$ cat src/pkg/tec_regs.svh
// Register offsets, field positions, reset values of the timer/event counter
`ifndef TEC_REGS_SVH
`define TEC_REGS_SVH
`define TEC_OFF_CONTROL      8'h00
`define TEC_OFF_VALUE        8'h04
`define TEC_OFF_CLKSEL       8'h08
`define TEC_OFF_IRQCTL       8'h0C
`define TEC_OFF_STATUS       8'h10
`define TEC_BIT_EDGE         3
`define TEC_BIT_RUN          4
`define TEC_CTRL_RESET       8'h08
`define TEC_CTRL_WMASK       8'hDF
`define TEC_CLKSEL_RESET     2'h0
`define TEC_PRELOAD_RESET    8'h00
`define TEC_FULL_COUNT       8'hFF
`define TEC_INSTR_DIV        2'h3
`endif

$ cat src/pkg/tec_pkg.sv
// Types of the timer/event counter
package tec_pkg;
  typedef enum logic [1:0] {
    TEC_MODE_NONE,
    TEC_MODE_EVENT,
    TEC_MODE_TIMER,
    TEC_MODE_CAPTURE
  } tec_mode_t;

  typedef struct packed {
    tec_mode_t  op_mode_select;
    logic       unused5;
    logic       count_run_enable;
    logic       active_edge_select;
    logic [2:0] prescale_rate_select;
  } tec_ctrl_t;

  typedef enum logic [1:0] {
    TEC_CAP_IDLE,
    TEC_CAP_MEASURE
  } tec_cap_t;
endpackage

$ cat src/core/tec_timer_event_counter8.sv
// Timer/event counter with an AXI4-Lite register slave
//
// The placing of the registers and the AXI4-Lite slave port were chosen for this implementation.
`timescale 1ns/1ps
`include "tec_regs.svh"

// Function
// - Timer mode uses selectable internal clock source
// - Three-bit prescaler divides by 1 to 128
// - Pin events bypass the prescaler
// - Increment; past FFH overflow, interrupt, reload
// - Disabled: preload write also loads counter
// - Enabled: preload write waits for overflow
// - Bits 7:6 select the operating mode
// - Bit 4 enables counting
// - Event mode edge select: rising or falling
// - Capture mode edges start and stop counting
// - Timer counts on prescaled clock falling edge
// - Overflow interrupt gated by enable bit
// - Overflow during SLEEP raises wake-up
// - Event counting continues during sleep
// - Control bit 5 reads zero
// - Capture end clears enable bit itself
module tec_timer_event_counter8
  import tec_pkg::*;
(
  input  wire logic        REF_CLK,
  input  wire logic        RESET,
  input  wire logic        LOW_SPEED_INTERNAL_OSC_TICK,
  input  wire logic        EXTERNAL_COUNT_PIN,
  input  wire logic        SLEEP,
  input  wire logic [7:0]  S_AXI_AWADDR,
  input  wire logic        S_AXI_AWVALID,
  output logic             S_AXI_AWREADY,
  input  wire logic [31:0] S_AXI_WDATA,
  input  wire logic [3:0]  S_AXI_WSTRB,
  input  wire logic        S_AXI_WVALID,
  output logic             S_AXI_WREADY,
  output logic [1:0]       S_AXI_BRESP,
  output logic             S_AXI_BVALID,
  input  wire logic        S_AXI_BREADY,
  input  wire logic [7:0]  S_AXI_ARADDR,
  input  wire logic        S_AXI_ARVALID,
  output logic             S_AXI_ARREADY,
  output logic [31:0]      S_AXI_RDATA,
  output logic [1:0]       S_AXI_RRESP,
  output logic             S_AXI_RVALID,
  input  wire logic        S_AXI_RREADY,
  output logic             OVERFLOW_IRQ,
  output logic             WAKEUP
);

  // AXI write path
  logic       aw_held_r;
  logic [7:0] aw_addr_r;
  logic       w_held_r;
  logic [31:0] w_data_r;
  logic       w_strb0_r;
  logic       bvalid_r;
  logic [1:0] bresp_r;
  logic       arready_r;
  logic       rvalid_r;
  logic [31:0] rdata_r;
  logic [1:0] rresp_r;

  wire aw_take = S_AXI_AWVALID && !aw_held_r && !bvalid_r;
  wire w_take  = S_AXI_WVALID && !w_held_r && !bvalid_r;
  wire wr_go   = aw_held_r && w_held_r && !bvalid_r;
  wire wr_ctrl = wr_go && w_strb0_r && (aw_addr_r == `TEC_OFF_CONTROL);
  wire wr_val  = wr_go && w_strb0_r && (aw_addr_r == `TEC_OFF_VALUE);
  wire wr_clk  = wr_go && w_strb0_r && (aw_addr_r == `TEC_OFF_CLKSEL);
  wire wr_irq  = wr_go && w_strb0_r && (aw_addr_r == `TEC_OFF_IRQCTL);
  wire wr_hit  = (aw_addr_r == `TEC_OFF_CONTROL) || (aw_addr_r == `TEC_OFF_VALUE) ||
                 (aw_addr_r == `TEC_OFF_CLKSEL) || (aw_addr_r == `TEC_OFF_IRQCTL) ||
                 (aw_addr_r == `TEC_OFF_STATUS);
  wire ar_take = S_AXI_ARVALID && !arready_r && !rvalid_r;

  always_ff @(posedge REF_CLK) begin
    if (RESET) begin
      aw_held_r <= 1'b0;
      aw_addr_r <= 8'h00;
      w_held_r  <= 1'b0;
      w_data_r  <= 32'h0000_0000;
      w_strb0_r <= 1'b0;
      bvalid_r  <= 1'b0;
      bresp_r   <= 2'h0;
    end else begin
      if (aw_take) begin
        aw_held_r <= 1'b1;
        aw_addr_r <= {S_AXI_AWADDR[7:2], 2'b00};
      end
      if (w_take) begin
        w_held_r  <= 1'b1;
        w_data_r  <= S_AXI_WDATA;
        w_strb0_r <= S_AXI_WSTRB[0];
      end
      if (wr_go) begin
        aw_held_r <= 1'b0;
        w_held_r  <= 1'b0;
        bvalid_r  <= 1'b1;
        bresp_r   <= wr_hit ? 2'h0 : 2'h2;
      end else if (bvalid_r && S_AXI_BREADY) begin
        bvalid_r <= 1'b0;
      end
    end
  end

  // Registers
  tec_ctrl_t  ctrl_r;
  logic [7:0] preload_r;
  logic [7:0] count_r;
  logic [1:0] clksel_r;
  logic       irq_en_r;
  logic       ovf_flag_r;

  // Clock source selection and prescaler
  logic [1:0] instr_div_r;
  logic [6:0] presc_r;
  logic [2:0] low_speed_internal_osc_sync_r;
  logic [2:0] pin_sync_r;

  wire low_speed_internal_osc_rise = low_speed_internal_osc_sync_r[1] && !low_speed_internal_osc_sync_r[2];
  wire instr_tick = (instr_div_r == `TEC_INSTR_DIV);
  wire src_tick = (clksel_r == 2'h0) ? 1'b1 :
                  (clksel_r == 2'h1) ? instr_tick :
                  low_speed_internal_osc_rise;
  wire [7:0] presc_next = {1'b0, presc_r} + 8'h01;
  // Falling edge of divided clock: bit p-1 drops from 1 to 0
  wire presc_fall = (ctrl_r.prescale_rate_select == 3'h0) ? src_tick :
                    (src_tick && presc_r[ctrl_r.prescale_rate_select - 3'h1] &&
                     !presc_next[ctrl_r.prescale_rate_select - 3'h1]);

  wire pin_lvl  = pin_sync_r[1];
  wire pin_rise = pin_sync_r[1] && !pin_sync_r[2];
  wire pin_fall = !pin_sync_r[1] && pin_sync_r[2];

  // Capture state
  tec_cap_t cap_r;
  wire mode_event = (ctrl_r.op_mode_select == TEC_MODE_EVENT);
  wire mode_timer = (ctrl_r.op_mode_select == TEC_MODE_TIMER);
  wire mode_cap   = (ctrl_r.op_mode_select == TEC_MODE_CAPTURE);
  wire run        = ctrl_r.count_run_enable;
  wire ev_edge    = ctrl_r.active_edge_select ? pin_fall : pin_rise;
  wire cap_start  = ctrl_r.active_edge_select ? pin_rise : pin_fall;
  wire cap_stop   = ctrl_r.active_edge_select ? pin_fall : pin_rise;
  wire cap_end    = mode_cap && run && (cap_r == TEC_CAP_MEASURE) && cap_stop;

  // Event mode ignores SLEEP, so pin counting goes on while asleep
  wire inc = run && ((mode_event && ev_edge) ||
                     (mode_timer && presc_fall) ||
                     (mode_cap && (cap_r == TEC_CAP_MEASURE) && !cap_stop && presc_fall));
  wire overflow = inc && (count_r == `TEC_FULL_COUNT);

  always_ff @(posedge REF_CLK) begin
    if (RESET) begin
      instr_div_r <= 2'h0;
      presc_r     <= 7'h00;
      low_speed_internal_osc_sync_r <= 3'h0;
      pin_sync_r  <= 3'h0;
    end else begin
      instr_div_r <= instr_div_r + 2'h1;
      low_speed_internal_osc_sync_r <= {low_speed_internal_osc_sync_r[1:0], LOW_SPEED_INTERNAL_OSC_TICK};
      pin_sync_r  <= {pin_sync_r[1:0], EXTERNAL_COUNT_PIN};
      if (!run || !(mode_timer || mode_cap)) begin
        presc_r <= 7'h00;
      end else if (src_tick) begin
        presc_r <= presc_next[6:0];
      end
    end
  end

  always_ff @(posedge REF_CLK) begin
    if (RESET) begin
      cap_r <= TEC_CAP_IDLE;
    end else if (!mode_cap || !run || cap_end) begin
      cap_r <= TEC_CAP_IDLE;
    end else begin
      case (cap_r)
        TEC_CAP_IDLE:    cap_r <= cap_start ? TEC_CAP_MEASURE : TEC_CAP_IDLE;
        TEC_CAP_MEASURE: cap_r <= TEC_CAP_MEASURE;
        default:         cap_r <= TEC_CAP_IDLE;
      endcase
    end
  end

  always_ff @(posedge REF_CLK) begin
    if (RESET) begin
      ctrl_r    <= tec_ctrl_t'(`TEC_CTRL_RESET);
      preload_r <= `TEC_PRELOAD_RESET;
      clksel_r  <= `TEC_CLKSEL_RESET;
      irq_en_r  <= 1'b0;
    end else begin
      if (wr_ctrl) begin
        ctrl_r <= tec_ctrl_t'(w_data_r[7:0] & `TEC_CTRL_WMASK);
      end else if (cap_end) begin
        ctrl_r.count_run_enable <= 1'b0;
      end
      if (wr_val) begin
        preload_r <= w_data_r[7:0];
      end
      if (wr_clk) begin
        clksel_r <= w_data_r[1:0];
      end
      if (wr_irq) begin
        irq_en_r <= w_data_r[0];
      end
    end
  end

  always_ff @(posedge REF_CLK) begin
    if (RESET) begin
      count_r <= `TEC_PRELOAD_RESET;
    end else if (wr_val && !run) begin
      count_r <= w_data_r[7:0];
    end else if (overflow) begin
      count_r <= preload_r;
    end else if (inc) begin
      count_r <= count_r + 8'h01;
    end
  end

  // Sticky overflow flag, cleared by writing 1; a new overflow wins
  wire st_clr = wr_go && w_strb0_r && (aw_addr_r == `TEC_OFF_STATUS) && w_data_r[0];
  always_ff @(posedge REF_CLK) begin
    if (RESET) begin
      ovf_flag_r   <= 1'b0;
      OVERFLOW_IRQ <= 1'b0;
      WAKEUP       <= 1'b0;
    end else begin
      ovf_flag_r   <= overflow | (ovf_flag_r & ~st_clr);
      OVERFLOW_IRQ <= overflow && irq_en_r;
      WAKEUP       <= SLEEP && overflow;
    end
  end

  // AXI read path
  wire [7:0] ar_addr = {S_AXI_ARADDR[7:2], 2'b00};
  wire       rd_hit  = (ar_addr == `TEC_OFF_CONTROL) || (ar_addr == `TEC_OFF_VALUE) ||
                       (ar_addr == `TEC_OFF_CLKSEL) || (ar_addr == `TEC_OFF_IRQCTL) ||
                       (ar_addr == `TEC_OFF_STATUS);
  wire [7:0] rd_byte = (ar_addr == `TEC_OFF_CONTROL) ? (ctrl_r & `TEC_CTRL_WMASK) :
                       (ar_addr == `TEC_OFF_VALUE)   ? count_r :
                       (ar_addr == `TEC_OFF_CLKSEL)  ? {6'h00, clksel_r} :
                       (ar_addr == `TEC_OFF_IRQCTL)  ? {7'h00, irq_en_r} :
                       (ar_addr == `TEC_OFF_STATUS)  ? {6'h00, cap_r == TEC_CAP_MEASURE, ovf_flag_r} :
                       8'h00;

  always_ff @(posedge REF_CLK) begin
    if (RESET) begin
      arready_r <= 1'b0;
      rvalid_r  <= 1'b0;
      rdata_r   <= 32'h0000_0000;
      rresp_r   <= 2'h0;
    end else begin
      arready_r <= ar_take;
      if (ar_take) begin
        rvalid_r <= 1'b1;
        rdata_r  <= {24'h00_0000, rd_byte};
        rresp_r  <= rd_hit ? 2'h0 : 2'h2;
      end else if (rvalid_r && S_AXI_RREADY) begin
        rvalid_r <= 1'b0;
      end
    end
  end

  always_ff @(posedge REF_CLK) begin
    if (RESET) begin
      S_AXI_AWREADY <= 1'b0;
      S_AXI_WREADY  <= 1'b0;
    end else begin
      S_AXI_AWREADY <= aw_take && !S_AXI_AWREADY;
      S_AXI_WREADY  <= w_take && !S_AXI_WREADY;
    end
  end

  assign S_AXI_BVALID  = bvalid_r;
  assign S_AXI_BRESP   = bresp_r;
  assign S_AXI_ARREADY = arready_r;
  assign S_AXI_RVALID  = rvalid_r;
  assign S_AXI_RDATA   = rdata_r;
  assign S_AXI_RRESP   = rresp_r;

endmodule

$ cat config.mk
export PLATFORM = sky130hd
export DESIGN_NAME = tec_timer_event_counter8
export DESIGN_NICKNAME = d
export VERILOG_FILES = /design/src/pkg/tec_pkg.sv /design/src/core/tec_timer_event_counter8.sv
export VERILOG_INCLUDE_DIRS = /design/src /design/src/pkg
export SDC_FILE = /design/constraint.sdc
export NUM_CORES = 1
export LEC_CHECK = 0
export ABC_AREA = 1
export BUFFER_PORTS_ARGS = -buffer_cell sky130_fd_sc_hd__buf_2
export CORE_ASPECT_RATIO = 1.4
export CORE_MARGIN = 8
export CORE_UTILIZATION = 47
export CTS_CLUSTER_DIAMETER = 120
export DETAILED_ROUTE_END_ITERATION = 7
export GPL_TIMING_DRIVEN = 0
export PLACE_DENSITY = 0.83
export SLEW_MARGIN = 20
export SYNTH_ARGS = -nofsm -noshare
export SYNTH_HDL_FRONTEND = slang
export SYNTH_SLANG_ARGS = --single-unit
$ cat constraint.sdc
create_clock -name REF_CLK -period 1.9 [get_ports REF_CLK]
set_input_delay 0.095 -clock REF_CLK [delete_from_list [all_inputs] [get_ports REF_CLK]]
set_output_delay 0.095 -clock REF_CLK [all_outputs]
set_load 0.02 [all_outputs]
==> flow_summary.toml <==
[status]
status = "complete, but fails checks"
violations = "setup timing"

[sta]
relSlewSlack_pct = 60.2
finClkSkew_ps = 12.3
rsz0062_at_grt = "true"
setup_viol = 8
worst_pin_slew_ps = 591
post-route-period-util_pct = 104
finalWorstSetupSlack_ps = -68.2
min_period_ps = 1970
drv_slew = 0
hold_viol = 0
max_freq_mhz = 508

[worst_setup_path]
cp_top_family = "simple AND/OR/NAND/NOR gates"
cp_cell_sequence = "inv_6 -> ha_4 -> inv_4 -> nor2_4 -> nand2_2 -> nand3_2 -> nor2_2 -> nor2_2 -> nand2_1 -> nand2_2 -> nand2_4 -> nand2_8 -> nand2_8 -> buf_6 -> o21ai_2 -> a21oi_1"
slowest_stage = "dfxtp_4"
worstSetupEndpointType = "flip-flop"
endpoint = "count_r[6]"
critPathMaxFanout = 7
slowest_delay_ps = 380
critPathLaunchType = "flip-flop"
crit_arrival_ps = 2220
worstSetupPathType = "reg2reg"
r2r_end = "count_r[6]"
crit_required_ps = 2150
r2r_cells = 16
r2r-start = "ctrl_r[0]"
cp.depth = 16
critPathBufInv = 3
critical_path.startpoint = "ctrl_r[0]"
ff2ff_setup_slack_ps = -70

[die]
rows = 38
die_x_um = 90.8
core-area_sq_um = 7700
ios = 105
die_area_sq_um = 11000
die_y_um = 121
initial_core_util_pct = 47.8

[synth]
ys.flop_type = "dfxtp_1"
syn_area_sq_um = 3680
syn_avg_cell_area_sq_um = 7.50
synth-compound-area-share_pct = 19.2
yosys.area.top_type_share_pct = 41.9
synth_area_leaders = "dfxtp_1 42%, a21oi_1 6.9%, inv_1 6.9%"
ys_ff_latch = 77
yosysTopAreaCell = "dfxtp_1"
synth_top_family_by_area = "simple AND/OR/NAND/NOR gates"
synth-adder-area-share_pct = 1.70
seq_area_frac_synth_pct = 41.9
synth_warnings = 0
synthArstFlopShare_pct = 0
syn_inst = 491
synth-xor-area-share_pct = 1.19
synth_cell_type_count = 41
synthSimpleGateAreaFrac_pct = 21.4
synth_edf_count = 0
muxShareOfSynthArea_pct = 0

[global_route]
grt_first_pass_wirelength_um = 15600
grt_overflow_total = 0
grtUsageTotal_pct = 17.5
grt_start_max_net_pins = 14
antenna_found_initial = 0
grt_pass1_vias = 3363

[place]
routabilityCongestion = 0.938
dp_hpwl_um = 7180
place_area_sq_um = 4130
portBuffers = 46
pre_cts_ws_ps = -225

[clocking]
htreeDepth = 3
clk_pin_slew_ps = 80
root_buffer = "clkbuf_8"
numCtsBuffers = 9
insertion_delay_ps = 370
clockBufferDepth = 2
cts_tree = "yes"
clock_sinks = 77

[pwr]
clkPwrFrac_pct = 42.4
p_int_w = 0.00277
p_sw_share_pct = 25.1
p_comb_share_pct = 11.1
leakagePower_nw = 2.03
pwr-share-seq_pct = 46.5
ir_worst_vdd_uv = 575
power_density_nw_per_um2 = 793
switching_power_w = 0.000926

[cells_and_area]
n_antenna_cell = 0
final_layout_size_suffix_gt1_share_pct = 26.4
seqCellArea_sq_um = 1550
fin_nets = 657
multi_input_area_sq_um = 1790
fin_area_sq_um = 4660
nFillCells = 692
syn_to_final_growth_pct = 26.5

[routing]
antenna_left = 0
wl_um = 9680
drc_errors = 0
first_iter_violations = 220
vias = 3543
first_pass_iters = 5
wire_per_inst_um = 13.9
vias_per_cell = 5.10

[min_path]
hp-class = "in2reg"

[run]
maxCapViolCount = 0
worst min-delay path, stage by stage:
cell,delay (ps)
buf_2,80
nor2_1,30
nor2_1,90
nor2_1,40
routing by layer:
metal / vias to the layer above / wire [um] / global-route usage [%]
met2: 126 / 5090 / 32.3
met4: 0 / 448 / 11.7
met5: - / 0 / 0
met1: 1623 / 3620 / 16.4
met3: 36 / 525 / 4.96
li1: 1758 / - / -
kinds of logic after synthesis:
family | after synthesis
and+or+nand+nor | 159
AOI/OAI and AO/OA | 128
buffers and inverters | 116
DFF | 77
xor gates and xnor gates | 5
adders and majority gates | 5
other | 1
registers in the layout, summed over array words and instances, names as in the netlist, 2 cells and up:
| signal | count |
|---|---|
| S_AXI_RDATA | 8 |
| aw_addr_r | 6 |
| clksel_r | 2 |
| count_r | 8 |
| ctrl_r | 6 |
| instr_div_r | 2 |
| low_speed_internal_osc_sync_r | 3 |
| pin_sync_r | 3 |
| preload_r | 8 |
| presc_r | 7 |
| w_data_r | 8 |
power groups by stage:
| stage | Clock, W | Combinational [W] | Sequential (W) |
|---|---|---|---|
| 2_1_floorplan | 0 | 0.000255 | 0.00177 |
| 3_3_place_gp | 0 | 0.000379 | 0.00175 |
| 3_5_place_dp | 0 | 0.000389 | 0.00176 |
| 4_1_cts | 0.00158 | 0.000402 | 0.00172 |
| 5_1_grt | 0.00164 | 0.000451 | 0.00173 |
| 6_report | 0.00157 | 0.000409 | 0.00172 |
cell type report:
class | count | area share, %
Inverter | 77 | 6.63
Timing Repair Buffer | 63 | 8.17
Tap cell | 100 | 2.69
Sequential cell | 77 | 33.3
Multi-Input combinational cell | 323 | 38.5
Clock inverter | 5 | 2.28
Clock buffer | 11 | 3.25
Buffer | 39 | 5.26
cell usage after synthesis (2+ instances only):
cell type,n
nand2_4,3
nor2_1,44
a31oi_1,2
a21oi_1,51
nor3_4,3
inv_2,7
ha_1,5
xor2_1,5
clkbuf_1,12
nor2_2,3
nor2_4,3
o21ai_1,4
o21ai_0,49
buf_4,26
nand2_2,5
o221ai_1,3
nor4_1,2
nor3_1,8
inv_1,68
a211oi_1,4
nand2_1,57
o211ai_1,9
dfxtp_1,77
nand3_1,18
nand4_1,7
worst min path at each step:
| stage | start | endpoint | slack, ps | cells after the start |
|---|---|---|---|---|
| 6_report | S_AXI_BREADY | S_AXI_BVALID | 10 | 4 |
| 4_1_cts | S_AXI_AWADDR[3] | aw_addr_r[3] | 1 | 3 |
| 3_3_place_gp | LOW_SPEED_INTERNAL_OSC_TICK | low_speed_internal_osc_sync_r[0] | 300 | 3 |
| 3_5_place_dp | LOW_SPEED_INTERNAL_OSC_TICK | low_speed_internal_osc_sync_r[0] | 310 | 3 |
| 2_1_floorplan | LOW_SPEED_INTERNAL_OSC_TICK | low_speed_internal_osc_sync_r[0] | 200 | 2 |
| 5_1_grt | S_AXI_BREADY | S_AXI_BVALID | 9 | 4 |
repair_timing:
| item | in CTS | in global routing |
|---|---|---|
| buffers inserted | 4 | 7 |
| hold buffers | 6 | 0 |
| setup endpoints to repair | 12 | 12 |
| endpoints found under the hold margin | 6 | 0 |
| pin swaps | 4 | 9 |
| resized for setup | 13 | 31 |
per-stage QoR:
stage                     power [W]  TNS, ps  util, %  std cells  hold WS (ps)
final                       0.00370     -414     60.5        695          9.87
after global routing        0.00382    -1240     60.5        695          9.10
after CTS                   0.00370        0     58.8        688          1.28
after detailed placement    0.00214    -1380     53.6        662           310
after global placement      0.00213    -1220     53.6        662           296
after floorplan             0.00203        0        -        516           202
layout by cell type (no fill, tap or decap), types with 4 or more instances in the layout:
master	netlist	routed
a211oi_1	4	4
a21oi_1	51	49
buf_2	0	46
buf_4	26	35
clkbuf_1	12	11
clkbuf_8	0	11
conb_1	1	26
dfxtp_1	77	73
dlygate4sd3_1	0	6
inv_1	68	65
inv_2	7	7
nand2_1	57	53
nand2_2	5	8
nand3_1	18	16
nand4_1	7	7
nor2_1	44	41
nor2_2	3	5
nor2_4	3	4
nor3_1	8	7
o211ai_1	9	9
o21ai_0	49	46
o21ai_1	4	5
xor2_1	5	5
(Power assumes the default switching activity.)
